File: src/pkg/evp_defs.svh
// Timing counts, page geometry and codes for the engine video page interface
`ifndef EVP_DEFS_SVH
`define EVP_DEFS_SVH
`define EVP_CLK_MHZ 250
`define EVP_WAIT_US 1000
`define EVP_WAIT_CYC (`EVP_WAIT_US * `EVP_CLK_MHZ)
`define EVP_INIT_ROT_US 100
`define EVP_INIT_ROT_CYC (`EVP_INIT_ROT_US * `EVP_CLK_MHZ)
`define EVP_LAST_ROT_US 100
`define EVP_LAST_ROT_CYC (`EVP_LAST_ROT_US * `EVP_CLK_MHZ)
`define EVP_VSYNC_MAX_NS 400
`define EVP_VSYNC_MAX_CYC (`EVP_VSYNC_MAX_NS / 4)
`define EVP_LINE_PIX 16
`define EVP_PAGE_LINES 8
`define EVP_MONO_PLANES 1
`define EVP_COLOR_PLANES 4
`define EVP_SIZE_A4 3'h3
`define EVP_SIZE_B5 3'b101
`define EVP_SIZE_LTR 3'h1
`define EVP_SIZE_LGL 3'h4
`define EVP_SIZE_NONE 3'b000
`define EVP_SYNC_IDLE 16'hFF81
`endif

File: src/pkg/evp_pkg.sv
// Types shared by the engine video page interface
package evp_pkg;
    typedef enum logic [2:0] {
        EVP_CAS_NONE = 3'h0,
        EVP_CAS_A4 = 3'h1,
        EVP_CAS_B5 = 3'h2,
        EVP_CAS_LTR = 3'h3,
        EVP_CAS_LGL = 3'h4,
        EVP_CAS_BAD = 3'h5
    } evp_cassette_type;
    typedef struct packed {
        logic print_seq_cmd;
        logic feeder_supply_fail;
    } evp_mech_type;
    typedef struct packed {
        logic feeder_motor_on;
        logic feeder_motor_fast;
        logic feed_solenoid;
        logic feeder_remote;
        logic feeder_fail_report;
    } evp_feeder_type;
endpackage

File: src/logic/evp_fifo.sv
// Small flip-flop FIFO between pixel capture and the modulator output
`timescale 1ns/100ps
module evp_fifo #(
    parameter int WIDTH = 8,
    parameter int DEPTH = 8
) (
    // Clock and reset
    input wire logic sys_clk,
    input wire logic rst_n,
    input wire logic clk_en,
    input wire logic flush,
    // Fill side
    input wire logic in_valid,
    output logic in_ready,
    input wire logic [WIDTH-1:0] in_data,
    // Drain side
    output logic out_valid,
    input wire logic out_ready,
    output logic [WIDTH-1:0] out_data
);
    localparam int AW = $clog2(DEPTH);
    logic [WIDTH-1:0] mem_ff [DEPTH];
    logic [AW-1:0] wr_ptr_ff;
    logic [AW-1:0] rd_ptr_ff;
    logic [AW:0] count_ff;
    logic push;
    logic pop;

    function automatic logic [AW-1:0] bump(input logic [AW-1:0] p);
        bump = (p == AW'(DEPTH - 1)) ? '0 : p + 1'b1;
    endfunction

    assign in_ready = (count_ff != (AW+1)'(DEPTH));
    assign out_valid = (count_ff != '0);
    assign out_data = mem_ff[rd_ptr_ff];
    assign push = in_valid && in_ready;
    assign pop = out_valid && out_ready;

    always_ff @(posedge sys_clk) begin
        if (clk_en && push) begin
            mem_ff[wr_ptr_ff] <= in_data;
        end
    end

    always_ff @(posedge sys_clk) begin
        if (!rst_n || (clk_en && flush)) begin
            wr_ptr_ff <= '0;
            rd_ptr_ff <= '0;
            count_ff <= '0;
        end else if (clk_en) begin
            if (push) begin
                wr_ptr_ff <= bump(wr_ptr_ff);
            end
            if (pop) begin
                rd_ptr_ff <= bump(rd_ptr_ff);
            end
            count_ff <= count_ff + (AW+1)'(push) - (AW+1)'(pop);
        end
    end
endmodule

File: src/logic/evp_engine.sv
// Engine controller: readiness, page handshake, pixel path, power and feeder
`timescale 1ns/100ps
`include "evp_defs.svh"
// ----------------------------------------
// How it works
// - Wait state after power-up, no ready
// - Wait ends, drive engine_ready_n low
// - Request starts print command and initial_rotation
// - Vsync pulse follows initial_rotation end
// - Pixel bus becomes 8-bit modulator_data
// - Sample next page request during page
// - No request: last rotation then standby
// - Request pending: continue without last rotation
// - Power saving entered and left on command
// - Safe state plus flag drops supply_hold
// - Decode size switches to cassette size
// - Fast motor plus solenoid, normal at roller
// - Remote output follows printer commands
// - Missing 24 V reported to mechanics
// - Relayed feeder failure shown as comms failure
// ----------------------------------------
module evp_engine #(
    parameter int WAIT_CYC = `EVP_WAIT_CYC,
    parameter int INIT_ROT_CYC = `EVP_INIT_ROT_CYC,
    parameter int LAST_ROT_CYC = `EVP_LAST_ROT_CYC,
    parameter int VSYNC_MAX_CYC = `EVP_VSYNC_MAX_CYC,
    parameter int LINE_PIX = `EVP_LINE_PIX,
    parameter int PAGE_LINES = `EVP_PAGE_LINES,
    parameter int FIFO_DEPTH = 8
) (
    // Clock and reset
    input wire logic sys_clk,
    input wire logic rst_n,
    input wire logic clk_en,
    // Video controller link
    input wire logic page_request_n,
    input wire logic [7:0] pixel_bus_n,
    input wire logic color_mode,
    input wire logic power_save_req,
    output logic engine_ready_n,
    output logic page_vsync_n,
    output logic line_sync_n,
    output logic comm_fail,
    output logic power_saving,
    // Laser modulator
    output logic [7:0] modulator_data,
    output logic modulator_valid,
    input wire logic modulator_ready,
    // Mechanical controller
    output evp_pkg::evp_mech_type mech_out,
    input wire logic mech_feeder_fail,
    // Power supply
    input wire logic switch_off_flag,
    output logic supply_hold,
    // Paper feeder
    input wire logic size_switch_1,
    input wire logic size_switch_2,
    input wire logic size_switch_3,
    input wire logic sheet_at_roller2,
    input wire logic feeder_power_cmd,
    input wire logic feeder_24v_ok,
    output evp_pkg::evp_cassette_type cassette_ff,
    output evp_pkg::evp_feeder_type feeder_ff
);
    import evp_pkg::*;

    typedef enum logic [6:0] {
        ST_WAIT = 7'h01,
        ST_READY = 7'h02,
        ST_INIT_ROT = 7'h04,
        ST_VSYNC = 7'h08,
        ST_PAGE = 7'h10,
        ST_LAST_ROT = 7'h20,
        ST_SAVE = 7'h40
    } evp_state_type;

    // ----------------------------------------
    // Pin synchronisers
    // ----------------------------------------
    localparam int NS = 16;
    logic [NS-1:0] pin_raw;
    logic [NS-1:0] sync1_ff;
    logic [NS-1:0] sync2_ff;
    assign pin_raw = {page_request_n, pixel_bus_n, power_save_req, switch_off_flag,
                      size_switch_1, size_switch_2, size_switch_3, sheet_at_roller2,
                      feeder_24v_ok};
    always_ff @(posedge sys_clk) begin
        if (!rst_n) begin
            sync1_ff <= `EVP_SYNC_IDLE;
            sync2_ff <= `EVP_SYNC_IDLE;
        end else if (clk_en) begin
            sync1_ff <= pin_raw;
            sync2_ff <= sync1_ff;
        end
    end
    logic req_s;
    logic [7:0] pix_s;
    logic save_s;
    logic off_s;
    logic [2:0] csw_s;
    logic roller_s;
    logic v24_s;
    assign req_s = !sync2_ff[15];
    assign pix_s = ~sync2_ff[14:7];
    assign save_s = sync2_ff[6];
    assign off_s = sync2_ff[5];
    assign csw_s = sync2_ff[4:2];
    assign roller_s = sync2_ff[1];
    assign v24_s = sync2_ff[0];

    function automatic evp_cassette_type decode_size(input logic [2:0] sw);
        unique case (sw)
            `EVP_SIZE_A4: decode_size = EVP_CAS_A4;
            `EVP_SIZE_B5: decode_size = EVP_CAS_B5;
            `EVP_SIZE_LTR: decode_size = EVP_CAS_LTR;
            `EVP_SIZE_LGL: decode_size = EVP_CAS_LGL;
            `EVP_SIZE_NONE: decode_size = EVP_CAS_NONE;
            default: decode_size = EVP_CAS_BAD;
        endcase
    endfunction

    // ----------------------------------------
    // Sequencer
    // ----------------------------------------
    evp_state_type state_ff;
    logic [31:0] timer_ff;
    logic [15:0] pix_cnt_ff;
    logic [15:0] line_cnt_ff;
    logic [2:0] plane_ff;
    logic next_req_ff;
    logic color_ff;
    logic page_start;
    logic plane_done;
    logic line_end;
    logic pix_take;
    logic fifo_in_ready;
    assign line_end = (pix_cnt_ff == 16'(LINE_PIX - 1));
    assign pix_take = (state_ff == ST_PAGE) && fifo_in_ready;
    assign plane_done = pix_take && line_end && (line_cnt_ff == 16'(PAGE_LINES - 1));
    assign page_start = plane_done &&
        (plane_ff == 3'(color_ff ? `EVP_COLOR_PLANES - 1 : `EVP_MONO_PLANES - 1));

    always_ff @(posedge sys_clk) begin
        if (!rst_n) begin
            state_ff <= ST_WAIT;
            timer_ff <= '0;
        end else if (clk_en) begin
            unique case (state_ff)
                ST_WAIT: begin
                    timer_ff <= timer_ff + 1'b1;
                    if (timer_ff == 32'(WAIT_CYC - 1)) begin
                        state_ff <= ST_READY;
                        timer_ff <= '0;
                    end
                end
                ST_READY: begin
                    if (save_s) begin
                        state_ff <= ST_SAVE;
                    end else if (req_s) begin
                        state_ff <= ST_INIT_ROT;
                        timer_ff <= '0;
                    end
                end
                ST_INIT_ROT: begin
                    timer_ff <= timer_ff + 1'b1;
                    if (timer_ff == 32'(INIT_ROT_CYC - 1)) begin
                        state_ff <= ST_VSYNC;
                        timer_ff <= '0;
                    end
                end
                ST_VSYNC: begin
                    timer_ff <= timer_ff + 1'b1;
                    if (timer_ff == 32'(VSYNC_MAX_CYC - 1)) begin
                        state_ff <= ST_PAGE;
                    end
                end
                ST_PAGE: begin
                    if (plane_done && !page_start) begin
                        state_ff <= ST_VSYNC;
                        timer_ff <= '0;
                    end else if (page_start && (next_req_ff || req_s)) begin
                        timer_ff <= '0;
                        state_ff <= ST_VSYNC;
                    end else if (page_start) begin
                        timer_ff <= '0;
                        state_ff <= ST_LAST_ROT;
                    end
                end
                ST_LAST_ROT: begin
                    timer_ff <= timer_ff + 1'b1;
                    if (timer_ff == 32'(LAST_ROT_CYC - 1)) begin
                        state_ff <= ST_READY;
                    end
                end
                ST_SAVE: begin
                    if (!save_s) begin
                        state_ff <= ST_READY;
                    end
                end
            endcase
        end
    end

    // Plane, line and pixel counters
    always_ff @(posedge sys_clk) begin
        if (!rst_n) begin
            pix_cnt_ff <= '0;
            line_cnt_ff <= '0;
            plane_ff <= '0;
            color_ff <= 1'b0;
        end else if (clk_en) begin
            if (state_ff == ST_INIT_ROT) begin
                color_ff <= color_mode;
                plane_ff <= '0;
            end
            if (pix_take) begin
                pix_cnt_ff <= line_end ? '0 : pix_cnt_ff + 1'b1;
                if (line_end) begin
                    line_cnt_ff <= plane_done ? '0 : line_cnt_ff + 1'b1;
                end
                if (plane_done) begin
                    plane_ff <= page_start ? '0 : plane_ff + 1'b1;
                end
            end
        end
    end

    // Next-page request sampling
    always_ff @(posedge sys_clk) begin
        if (!rst_n) begin
            next_req_ff <= 1'b0;
        end else if (clk_en) begin
            if (page_start) begin
                next_req_ff <= 1'b0;
            end else if (state_ff == ST_PAGE && req_s) begin
                next_req_ff <= 1'b1;
            end
        end
    end

    // ----------------------------------------
    // Video link outputs
    // ----------------------------------------
    always_ff @(posedge sys_clk) begin
        if (!rst_n) begin
            engine_ready_n <= 1'b1;
            page_vsync_n <= 1'b1;
            line_sync_n <= 1'b1;
            power_saving <= 1'b0;
            comm_fail <= 1'b0;
            mech_out <= '0;
        end else if (clk_en) begin
            engine_ready_n <= (state_ff == ST_WAIT) || (state_ff == ST_SAVE);
            page_vsync_n <= !(state_ff == ST_VSYNC && timer_ff == '0);
            line_sync_n <= !(pix_take && pix_cnt_ff == '0);
            power_saving <= (state_ff == ST_SAVE);
            comm_fail <= mech_feeder_fail;
            mech_out.print_seq_cmd <= (state_ff == ST_INIT_ROT);
            mech_out.feeder_supply_fail <= feeder_ff.feeder_fail_report;
        end
    end

    // ----------------------------------------
    // Pixel path
    // ----------------------------------------
    logic f_valid;
    logic [7:0] f_data;
    evp_fifo #(.WIDTH(8), .DEPTH(FIFO_DEPTH)) u_fifo (
        .sys_clk(sys_clk),
        .rst_n(rst_n),
        .clk_en(clk_en),
        .flush(state_ff == ST_SAVE),
        .in_valid(state_ff == ST_PAGE),
        .in_ready(fifo_in_ready),
        .in_data(pix_s),
        .out_valid(f_valid),
        .out_ready(modulator_ready || !modulator_valid),
        .out_data(f_data)
    );
    always_ff @(posedge sys_clk) begin
        if (!rst_n) begin
            modulator_data <= '0;
            modulator_valid <= 1'b0;
        end else if (clk_en && (modulator_ready || !modulator_valid)) begin
            modulator_data <= f_data;
            modulator_valid <= f_valid;
        end
    end

    // ----------------------------------------
    // Power-off handshake
    // ----------------------------------------
    always_ff @(posedge sys_clk) begin
        if (!rst_n) begin
            supply_hold <= 1'b1;
        end else if (clk_en) begin
            if (off_s && (state_ff == ST_READY || state_ff == ST_SAVE ||
                          state_ff == ST_WAIT)) begin
                supply_hold <= 1'b0;
            end
        end
    end

    // ----------------------------------------
    // Paper feeder
    // ----------------------------------------
    always_ff @(posedge sys_clk) begin
        if (!rst_n) begin
            cassette_ff <= EVP_CAS_NONE;
            feeder_ff <= '0;
        end else if (clk_en) begin
            cassette_ff <= decode_size(csw_s);
            feeder_ff.feeder_remote <= feeder_power_cmd;
            feeder_ff.feeder_fail_report <= feeder_power_cmd && !v24_s;
            if (state_ff == ST_INIT_ROT && timer_ff == '0) begin
                feeder_ff.feeder_motor_on <= 1'b1;
                feeder_ff.feeder_motor_fast <= 1'b1;
                feeder_ff.feed_solenoid <= 1'b1;
            end else if (roller_s && feeder_ff.feeder_motor_fast) begin
                feeder_ff.feeder_motor_fast <= 1'b0;
                feeder_ff.feed_solenoid <= 1'b0;
            end else if (state_ff == ST_READY) begin
                feeder_ff.feeder_motor_on <= 1'b0;
            end
        end
    end

    // ----------------------------------------
    // Checks
    // ----------------------------------------
    property p_wait_not_ready;
        @(posedge sys_clk) disable iff (!rst_n)
        state_ff == ST_WAIT |=> engine_ready_n;
    endproperty
    a_wait_not_ready: assert property (p_wait_not_ready) else $error("ready in wait");
    property p_ready_low;
        @(posedge sys_clk) disable iff (!rst_n)
        clk_en && state_ff == ST_READY |=> !engine_ready_n;
    endproperty
    a_ready_low: assert property (p_ready_low) else $error("ready not driven");
    property p_req_start;
        @(posedge sys_clk) disable iff (!rst_n)
        clk_en && state_ff == ST_READY && req_s && !save_s |=> state_ff == ST_INIT_ROT;
    endproperty
    a_req_start: assert property (p_req_start) else $error("request ignored");
    property p_vsync_pulse;
        @(posedge sys_clk) disable iff (!rst_n)
        clk_en && $rose(state_ff == ST_VSYNC) |=> !page_vsync_n;
    endproperty
    a_vsync_pulse: assert property (p_vsync_pulse) else $error("no vsync");
    property p_mod_data;
        @(posedge sys_clk) disable iff (!rst_n)
        clk_en && f_valid && !modulator_valid |=> modulator_data == $past(f_data);
    endproperty
    a_mod_data: assert property (p_mod_data) else $error("modulator data wrong");
    property p_last_rot;
        @(posedge sys_clk) disable iff (!rst_n)
        clk_en && page_start && !next_req_ff && !req_s |=> state_ff == ST_LAST_ROT;
    endproperty
    a_last_rot: assert property (p_last_rot) else $error("no last rotation");
    property p_continue;
        @(posedge sys_clk) disable iff (!rst_n)
        clk_en && page_start && next_req_ff |=> state_ff == ST_VSYNC;
    endproperty
    a_continue: assert property (p_continue) else $error("run not continued");
    property p_hold;
        @(posedge sys_clk) disable iff (!rst_n)
        !supply_hold |=> !supply_hold;
    endproperty
    a_hold: assert property (p_hold) else $error("supply hold returned");
    property p_fail_relay;
        @(posedge sys_clk) disable iff (!rst_n)
        clk_en && mech_feeder_fail |=> comm_fail;
    endproperty
    a_fail_relay: assert property (p_fail_relay) else $error("fail not relayed");
    c_page: cover property (@(posedge sys_clk) page_start);
    c_save: cover property (@(posedge sys_clk) state_ff == ST_SAVE);
    c_off: cover property (@(posedge sys_clk) !supply_hold);
endmodule

File: config.mk
export PLATFORM = sky130hd
export DESIGN_NAME = evp_engine
export DESIGN_NICKNAME = d
export VERILOG_FILES = /design/src/pkg/evp_pkg.sv /design/src/logic/evp_fifo.sv /design/src/logic/evp_engine.sv
export VERILOG_INCLUDE_DIRS = /design/src /design/src/pkg
export SDC_FILE = /design/constraint.sdc
export NUM_CORES = 1
export LEC_CHECK = 0
export ABC_AREA = 1
export BUFFER_PORTS_ARGS = -buffer_cell sky130_fd_sc_hd__buf_2
export CORE_ASPECT_RATIO = 1.2
export CORE_MARGIN = 2
export CORE_UTILIZATION = 45
export DETAILED_ROUTE_END_ITERATION = 10
export GPL_ROUTABILITY_DRIVEN = 1
export PLACE_DENSITY = 0.72
export REMOVE_ABC_BUFFERS = 1
export SKIP_CTS_REPAIR_TIMING = 1
export SLEW_MARGIN = 20
export SYNTH_ARGS = -nofsm -noshare
export SYNTH_HDL_FRONTEND = slang
export SYNTH_SLANG_ARGS = --single-unit
File: constraint.sdc
create_clock -name sys_clk -period 3.2 [get_ports sys_clk]
set_clock_uncertainty 0.05 [all_clocks]
set_input_delay 0.16 -clock sys_clk [delete_from_list [all_inputs] [get_ports sys_clk]]
set_output_delay 0.16 -clock sys_clk [all_outputs]
set_load 0.01 [all_outputs]
## Yosys cells after proc, flatten, opt, wreduce, memory -nomap -nowiden

Memory sizes are Yosys's and may differ from the RTL's. A register that Yosys moved wholly into a read port is not among the register bits.
Cells that the tools add are included.

- Flip-flop bits (word level): 135
- Input bits: 23
- Memories kept: 1
- Memory bits (writable): 64
- Logic and storage cells: 154

Memories:

| name | depth | bits a word | rd ports | clocked after memory_dff | wr ports | RTL line | text |
|---|---|---|---|---|---|---|---|
| u_fifo.mem_ff | 8 | 8 | 1 | 1 | 1 | evp_fifo.sv:22 | `logic [WIDTH-1:0] mem_ff [DEPTH];` |

- Multiplexer cells: 37
- Reduce and logical (&&, ||, !) cells: 50
- Add/sub/neg operators: 8
- Bitwise gates (word level): 1
- Equality and inequality tests: 30

Operator list:

| operator | count |
|---|---|
| 2-to-1 mux 32 bit | 7 |
| case mux 32 bit (5 select lines) | 1 |
| 2-to-1 mux 7 bit | 10 |
| case mux 7 bit (7 select lines) | 1 |
| adder 16 x 1 -> 16 bit (second input constant) | 2 |
| adder 32 x 1 -> 32 bit (second input constant) | 1 |
| == test 32 x 15 -> 1 bit (second input constant) | 1 |
| == test 32 x 18 -> 1 bit (second input constant) | 1 |
| == test 32 x 7 -> 1 bit (second input constant) | 1 |
| zero test 32 bit | 1 |
| 2-to-1 mux 16 bit | 2 |
| 2-to-1 mux 3 bit | 7 |
| logical AND 1 bit | 17 |
| == test 16 x 3 -> 1 bit (second input constant) | 1 |
| == test 16 x 4 -> 1 bit (second input constant) | 1 |
| zero test 16 bit | 1 |
| inequality test 2 bit (second input constant) | 8 |
| case mux 3 bit (5 select lines) | 1 |
| == test 3 bit (second input constant) | 4 |
| AND reduction 2 bit | 6 |
| adder 3 x 1 -> 3 bit (second input constant) | 3 |
| zero test 1 bit | 8 |
| inequality test 4 bit (second input constant) | 2 |
| NOT 8 bit | 1 |
| other kinds (24) | 38 |

## Depth between registers and ports, before layout

Gate-level depths: netlist of run 1.

- Word-level depth: 9
- Mapped depth: 14

## Cells and area by module

Synthesis of run 1 repeated with hierarchy kept, for this count alone.

- Cell total of the unflattened synthesis: 1547
- Area total of the unflattened synthesis: 11043.1 µm²

Modules (own cells, without submodules):

| module | area an instance (µm²) | cells each | seq. area each (µm²) | times used |
|---|---|---|---|---|
| evp_engine | 7602.3 | 1216 | 2642.5 | 1 |
| evp_fifo | 3440.8 | 331 | 2182.1 | 1 |

## Worst setup path before layout of run 1

No wires, ideal clock.

- Path type: reg-to-reg
- Start: register state_ff[2]
- End: memory u_fifo.mem_ff[0][0], enable pin
- Data arrival time: 1861 ps
- Stages on the path, launching flop included: 9
- Setup time: 383 ps
- Path buffers: 1
- Setup slack: 906 ps
- Cells stage by stage: dfxtp_1 > nor2_2 > nand2_4 > nor2_8 > nand2_4 > nor2_4 > buf_2 > nand2_1 > nor3_1

- Word-level cells in the longest chain between the ends: 5

RTL lines:

| item | RTL line | text |
|---|---|---|
| start: declaration | evp_engine.sv:125 | `evp_state_type state_ff;` |
| start signal: assignment | evp_engine.sv:145 | `state_ff <= ST_WAIT;` |
| start signal: assignment | evp_engine.sv:152 | `state_ff <= ST_READY;` |
| start signal: assignment | evp_engine.sv:158 | `state_ff <= ST_SAVE;` |
| == test 7 x 5 -> 1 bit | evp_engine.sv:273 | `.in_valid(state_ff == ST_PAGE),` |
| logical AND 1 bit | evp_fifo.sv:36 | `assign push = in_valid && in_ready;` |
| logical AND 1 bit | evp_fifo.sv:40 | `if (clk_en && push) begin` |
| 2-to-1 mux 1 bit | evp_fifo.sv:40 |  |
| 2-to-1 mux 1 bit (not written as such) | evp_fifo.sv:41 | `mem_ff[wr_ptr_ff] <= in_data;` |
| end: declaration | evp_fifo.sv:22 |  |

No other way between the ends.

## Final worst setup path of run 1

- Start: register state_ff[0]
- End: register timer_ff[1]

- Word-level cells in the longest chain between the ends: 9
- Elaborated cells between the ends (all ways): 22
- Those cells by class: 9 x eq/ne; 3 x mux; 10 x reduce/logical

RTL lines:

| item | RTL line | text |
|---|---|---|
| == test 7 x 5 -> 1 bit | evp_engine.sv:138, evp_engine.sv:148 |  |
| logical AND 1 bit | evp_engine.sv:138 | `assign pix_take = (state_ff == ST_PAGE) && fifo_in_ready;` |
| logical AND 1 bit (2 in a row) | evp_engine.sv:139 | `assign plane_done = pix_take && line_end && (line_cnt_ff == 16'(PAGE_LINES - 1));` |
| logical AND 1 bit | evp_engine.sv:140 | `assign page_start = plane_done &&` |
| logical AND 1 bit or zero test 1 bit (tied branches) | evp_engine.sv:181, evp_engine.sv:178 |  |
| 2-to-1 mux 32 bit or logical AND 1 bit (tied branches) | evp_engine.sv:181, evp_engine.sv:178 |  |
| 2-to-1 mux 32 bit or inequality test 4 bit (tied branches) | n/a |  |
| case mux 32 bit (5 select lines) or AND reduction 5 bit (tied branches) | n/a |  |
| end signal: assignment | evp_engine.sv:150 | `timer_ff <= timer_ff + 1'b1;` |
| end signal: assignment | evp_engine.sv:165 | `timer_ff <= timer_ff + 1'b1;` |
| end signal: assignment | evp_engine.sv:190 | `timer_ff <= timer_ff + 1'b1;` |
| end: declaration | evp_engine.sv:126 | `logic [31:0] timer_ff;` |

Several ways; a longest one is shown, not always the timed one.
A chain may end at the register's enable or synchronous reset.

==> results of run 1 <==
-- worst min path at each step --
| stage | to | cells after the start | slack (ps) |
|---|---|---|---|
| finish | modulator_data[3]$_SDFFE_PN0P_ | 5 | 130 |
| global route | modulator_data[1]$_SDFFE_PN0P_ | 5 | 140 |
| CTS | sync1_ff[0]$_SDFFE_PN1P_ | 3 | -220 |
| detailed placement | sync1_ff[0]$_SDFFE_PN1P_ | 3 | 330 |
| global placement | sync1_ff[12]$_SDFFE_PN1P_ | 3 | 320 |
| floorplan | supply_hold$_SDFFE_PN1P_ | 1 | 180 |
-- placed cells by master, fill, tap and decap left out, types with 18 or more instances in the layout --
cell,instances
edfxtp_1,64
inv_1,142
buf_2,47
clkbuf_16,23
nand3_1,114
nor2_1,234
dlygate4sd3_1,20
o21ai_0,63
a21oi_1,89
buf_4,18
nand2_1,378
nand4_1,20
nor3_1,29
dfxtp_1,142
-- through the flow --
stage | hold WS, ps | setup slack, ps
floorplan | 179 | 940
global placement | 322 | 837
detailed placement | 328 | 819
CTS | -219 | 771
global route | 137 | 553
finish | 131 | 766
-- state kept, by name (all words and copies together) (netlist names), 4 cells and up --
| name | count |
|---|---|
| timer_ff | 32 |
| feeder_ff | 4 |
| sync2_ff | 16 |
| line_cnt_ff | 16 |
| modulator_data | 8 |
| sync1_ff | 16 |
| pix_cnt_ff | 16 |
| state_ff | 7 |
| u_fifo.count_ff | 4 |
| u_fifo.mem_ff | 64 |
-- report_power, final --
part / internal [uW] / switching, uW / total (uW)
clock network: 1430 / 1060 / 2490
registers: 2850 / 146 / 3000
logic: 598 / 1270 / 1870
-- routing by layer --
metal	wire [um]	vias to the layer above
met5	0	-
met4	627	0
met3	1240	50
met2	12700	236
met1	11900	4484
li1	-	4969
-- cells by family (layout without fill, tap and decap cells) --
group / count (synthesis) / count (layout) / share of synthesized area [%]
AOI/OAI and AO/OA: 208 / 208 / 10.9
xor gates and xnor gates: 17 / 17 / 1.38
adders and majority gates: 17 / 17 / 2.05
buffers and inverters: 203 / 279 / 7.55
DFF: 206 / 206 / 44.3
muxes: 12 / 12 / 1.12
and+or+nand+nor: 817 / 817 / 32.7
-- area by class of cell --
class                      instances  area [sq um]  area share, %
clock inverter                    11           110          0.901
clock buffer                      29           608           4.98
timing repair buffer              85           571           4.67
inverter                         154           578           4.73
sequential                       206          4760           39.0
tap                              320           400           3.28
multi-input combinational       1071          5180           42.4
-- worst register-to-register path: cells and delay by family (launching register included) --
kind / cells / cell delay, ps
buffers and inverters: 1 / 100
AOI/OAI and AO/OA: 1 / 290
DFF: 1 / 350
and+or+nand+nor: 8 / 1530
==> results.toml, run 1 <==
[setup_path]
crit_cells = 10
timing.rr.start = "state_ff[0]$_SDFFE_PN1P_"
critPathCaptureType = "flop"
ff2ff_setup_slack_ps = 770
cp_top_family = "simple AND/OR/NAND/NOR gates"
max_stage_delay_ps = 510
crit_start = "state_ff[0]$_SDFFE_PN1P_"
reg2reg_depth = 10
crit_buf_inv = 1
crit_chain = "inv_1, nand2_1, nor2_1, nand2_4, nand3_2, nor2_1, nor2_2, nand2_4, o21ai_0, nor2_1"
crit_top_cell = "nor2_1"
required_ps = 3550
crit_path_start_kind = "flop"
r2r_end = "timer_ff[1]$_SDFFE_PN0P_"
arrival_ps = 2780
cp_slowest_cell = "nor2_2"
cp_max_fo = 27
worstSetupPathType = "flop to flop"
cp-endpoint = "timer_ff[1]$_SDFFE_PN0P_"

[logic_synthesis]
synthMostInstantiatedCell = "nand2_1"
yosysSeqAreaShare_pct = 44.3
syn_area_per_cell_sq_um = 7.27
async_flop_share_pct = 0
synth_area_leaders = "dfxtp_1 26%, edfxtp_1 18%, nand2_1 13%, nor2_1 8.2%, nand3_1 5.3%"
synth_cells = 1480
ys_ff_latch = 206
synthTopCellsByCount = "378 x nand2_1, 234 x nor2_1, 142 x dfxtp_1, 142 x inv_1, 114 x nand3_1"
synth_flop_cell = "dfxtp_1"
synth_enable_flop_cells = 64
syn-cell-area_sq_um = 10800
synth_cell_types = 50
synth.top_cell.area_share_pct = 26.4
yosys_warnings = 0
yosys.area.top_type = "dfxtp_1"

[run_status]
outcome = "completed"

[sta]
setup_viol = 0
fmax_mhz = 411
relSlewSlack_pct = 52.8
post-route-min-period_ps = 2430
hold_violations = 0
rsz0062_at_grt = "no"
tns_ps = 0
fin_crit_sh_pct = 76.1
tightest_slew_ps = 708
maxSlewViolCount = 0

[global_routing]
antenna_found_initial = 0
grt_pass1_vias = 8986
met3_usage_pct = 2.45
grt-busiest-layer = "met2"
grt_pass1_wl_mm = 43.6
overflow = 0
use_met2_pct = 36.4
grt_use_total_pct = 20.7
grt_max_degree = 47
met1_usage_pct = 26.9

[clock_tree]
cts_sinks = 206
cts_buffers = 22
cts-root-buf = "clkbuf_16"
htree_levels = 1
clk_path_buf_depth = 3
cts_tree = "built"
path_clk_slew_ps = 60
clock_latency_ps = 530

[drt]
detail_route.iter0.violations = 725
antenna_left = 0
num_vias = 9739
vias_per_cell = 5.19
routed_wl_mm = 26.5
drcViolationCount = 0
wl_per_cell_um = 14.1
drtPass1Iterations = 5

[job]
cap_violations = 0

[final_layout]
fin_util_pct = 51.5
layout.nets = 1580
syn2layout_area_growth_pct = 13.5
antennaDiodeCount = 0
fin_cells = 1876
n_fill_cell = 2314
design_area_sq_um = 12200
final_layout_size_suffix_gt1_share_pct = 9.06

[power_and_ir_drop]
p_leak_uw = 0.00498
total_power_uw = 7360
irDropWorstVdd_mv = 0.585
p_per_area_nw_per_um2 = 602

[floorplan]
io_pins = 48
start_util_pct = 45.3
num_rows = 62
die_w_um = 145
dieArea_sq_um = 25200
die_height_um = 173
core_area_sq_um = 23700

[min_path]
hold_path_class = "input port to flop"
min_from = "modulator_ready"

[place]
dpl_cell_area_sq_um = 11300
io_buffers = 47
gp_congestion = 0.975
placed_cells_incl_taps = 1816
post-dp-hpwl_mm = 18.3
(Power assumes the default switching activity.)
==> run 2: changes to the inputs <==
- ABC_AREA: 1 -> 0
- PLACE_DENSITY: 0.72 -> 0.75
- clock period: 3.2 -> 2.1 ns (I/O delays scaled with it)
==> run 2 against run 1 <==
The run now ends with negative setup slack left. Die area fell by 11%. Cell count is 25% lower. Clock power rose by 50%. First-iteration DRC count decreased by 44%. Non-clock buffer count is 149 higher. Maximum frequency up 6.2%. Sequential share of layout area fell by 1.5 points. Count of clock-buffer cells in the layout is 2 lower. Setup slack got worse by 960 ps. Combinational power increased by 67%. Critical path type unchanged. Largest cell class unchanged.
==> results.toml, run 2 <==
[floorplan]
start_util_pct = 45.6
core_area_sq_um = 20900
num_rows = 58
io_pins = 48
die_height_um = 163
dieArea_sq_um = 22400
die_w_um = 137

[clock_tree]
cts-root-buf = "clkbuf_16"
path_clk_slew_ps = 60
cts_sinks = 206
cts_buffers = 22
clk_path_buf_depth = 3
htree_levels = 1
cts_tree = "built"
clock_latency_ps = 500

[power_and_ir_drop]
irDropWorstVdd_mv = 0.712
pwr-share-seq_pct = 39.0
p_per_area_nw_per_um2 = 884
p_sw_share_pct = 28.4
total_power_uw = 11300
clkPwrFrac_pct = 33.2
internal_power_uw = 8080
power_switching_uw = 3200
p_leak_uw = 0.00489
combPwrFrac_pct = 27.8

[logic_synthesis]
synthMostInstantiatedCell = "dfxtp_1"
synth_flop_cell = "dfxtp_1"
synth_enable_flop_cells = 64
async_flop_share_pct = 0
yosysSeqAreaShare_pct = 50.0
syn_area_per_cell_sq_um = 10.5
synthTopCellsByCount = "142 x dfxtp_1, 90 x nand2_1, 64 x edfxtp_1, 59 x nor2_1, 41 x mux2i_1"
yosys.area.top_type = "dfxtp_1"
syn-cell-area_sq_um = 9530
synth.top_cell.area_share_pct = 29.8
synth_cells = 912
yosys_warnings = 0
synth_cell_types = 72
synth_area_leaders = "dfxtp_1 30%, edfxtp_1 20%, mux2i_1 4.3%, mux4_2 3.8%, nand2_1 3.5%"
ys_ff_latch = 206

[final_layout]
regMostFlops = "u_fifo.mem_ff"
layout.nets = 1161
mostFrequentLayoutCells = "140 x buf_4, 131 x dfxtp_1, 88 x nand2_1, 64 x edfxtp_1, 56 x nor2_1"
mostFrequentLayoutCell = "buf_4"
largest_reg_flops = 64
fin_util_pct = 61.1
fin_cells = 1408
final_layout_size_suffix_gt1_share_pct = 34.2
syn2layout_area_growth_pct = 33.9
design_area_sq_um = 12800
top_regs = "u_fifo.mem_ff x64, timer_ff x32"

[sta]
hold_violations = 0
fin_crit_sh_pct = 109
setup_slack_ps = -193
post-route-min-period_ps = 2290
tightest_slew_ps = 607
fmax_mhz = 436
maxSlewViolCount = 0
relSlewSlack_pct = 59.5
hold_ws_ps = 297
rsz0062_at_grt = "yes"
setup_viol = 49

[setup_path]
crit_path_start_kind = "flop"
worstSetupPathType = "flop to flop"
arrival_ps = 2680
required_ps = 2480
critPathCaptureType = "flop"
cp_max_fo = 7

[global_routing]
grt_pass1_vias = 7057
antenna_found_initial = 1
overflow = 0
grt_pass1_wl_mm = 34.8
grt_max_degree = 71
grt_use_total_pct = 19.1

[drt]
wl_per_cell_um = 16.6
vias_per_cell = 5.44
routed_wl_mm = 23.3
drcViolationCount = 0
drtPass1Iterations = 5
antenna_left = 0
num_vias = 7660
detail_route.iter0.violations = 405

[place]
placed_cells_incl_taps = 1323
post-dp-hpwl_mm = 14.9
dpl_cell_area_sq_um = 11100
io_buffers = 47
gp_congestion = 0.908

[run_status]
outcome = "complete, but fails checks"
violations = "negative setup slack"

[job]
cap_violations = 0

[min_path]
hold_path_class = "input port to flop"
## run 2: worst paths after layout
kind,from,endpoint,slack (ps),depth (start not counted)
setup / recovery,state_ff[6]$_SDFFE_PN0P_,timer_ff[29]$_SDFFE_PN0P_,-190,8
hold / removal,modulator_ready,modulator_valid$_SDFFE_PN0P_,300,5
setup reg to reg,state_ff[6]$_SDFFE_PN0P_,timer_ff[29]$_SDFFE_PN0P_,-190,8
hold reg to reg,supply_hold$_SDFFE_PN1P_,supply_hold$_SDFFE_PN1P_,410,2
## run 2: kinds of logic (layout without fill, tap and decap cells)
kind of cell | count (synthesis) | after routing | synth area share (%)
fa+ha+maj | 18 | 18 | 2.42
flops | 206 | 206 | 50.0
other cells | 0 | 1 | 0
simple gates | 384 | 384 | 22.7
mux | 57 | 57 | 8.09
compound gates | 117 | 117 | 8.60
buf+inv | 83 | 308 | 3.89
xor+xnor | 47 | 47 | 4.32
## run 2: final cells by class
class,instances,area [sq um]
Fill cell,1625,8140
Multi-Input combinational cell,623,4920
Sequential cell,206,4780
Timing Repair Buffer,234,1900
Clock buffer,27,569
Tap cell,270,338
Clock inverter,13,128
Inverter,34,128
Antenna cell,1,2.50
## run 2: power groups by stage
stage	clock, uW	sequential (uW)	combinational, uW
after detailed placement	0	4460	2520
after global placement	0	4460	2470
after CTS	3810	4380	2560
after floorplan	0	4560	1350
final	3740	4400	3130
after global routing	3980	4420	3370
## run 2: routing by layer
layer | wire (um) | GRT usage (%) | vias up
met2 | 12400 | 34.3 | 134
met5 | 0 | 0 | -
li1 | - | - | 3733
met1 | 9580 | 24.3 | 3754
met3 | 832 | 2.39 | 39
met4 | 508 | 4.97 | 0
## run 2: per-stage QoR
stage	setup TNS [ps]	setup WS, ps
detailed placement	-15520	-386
floorplan	-61890	-1210
finish	-4930	-193
global route	-11380	-265
global placement	-13720	-349
CTS	-17700	-440
## run 2: worst max-delay path, stage by stage, from the launching register on
cell     delay (ps)
dfxtp_4         370
nor4_4          310
buf_4           170
and3_4          210
a41o_1          280
buf_6           130
nand2_4          60
or4_4           510
a21oi_2         120
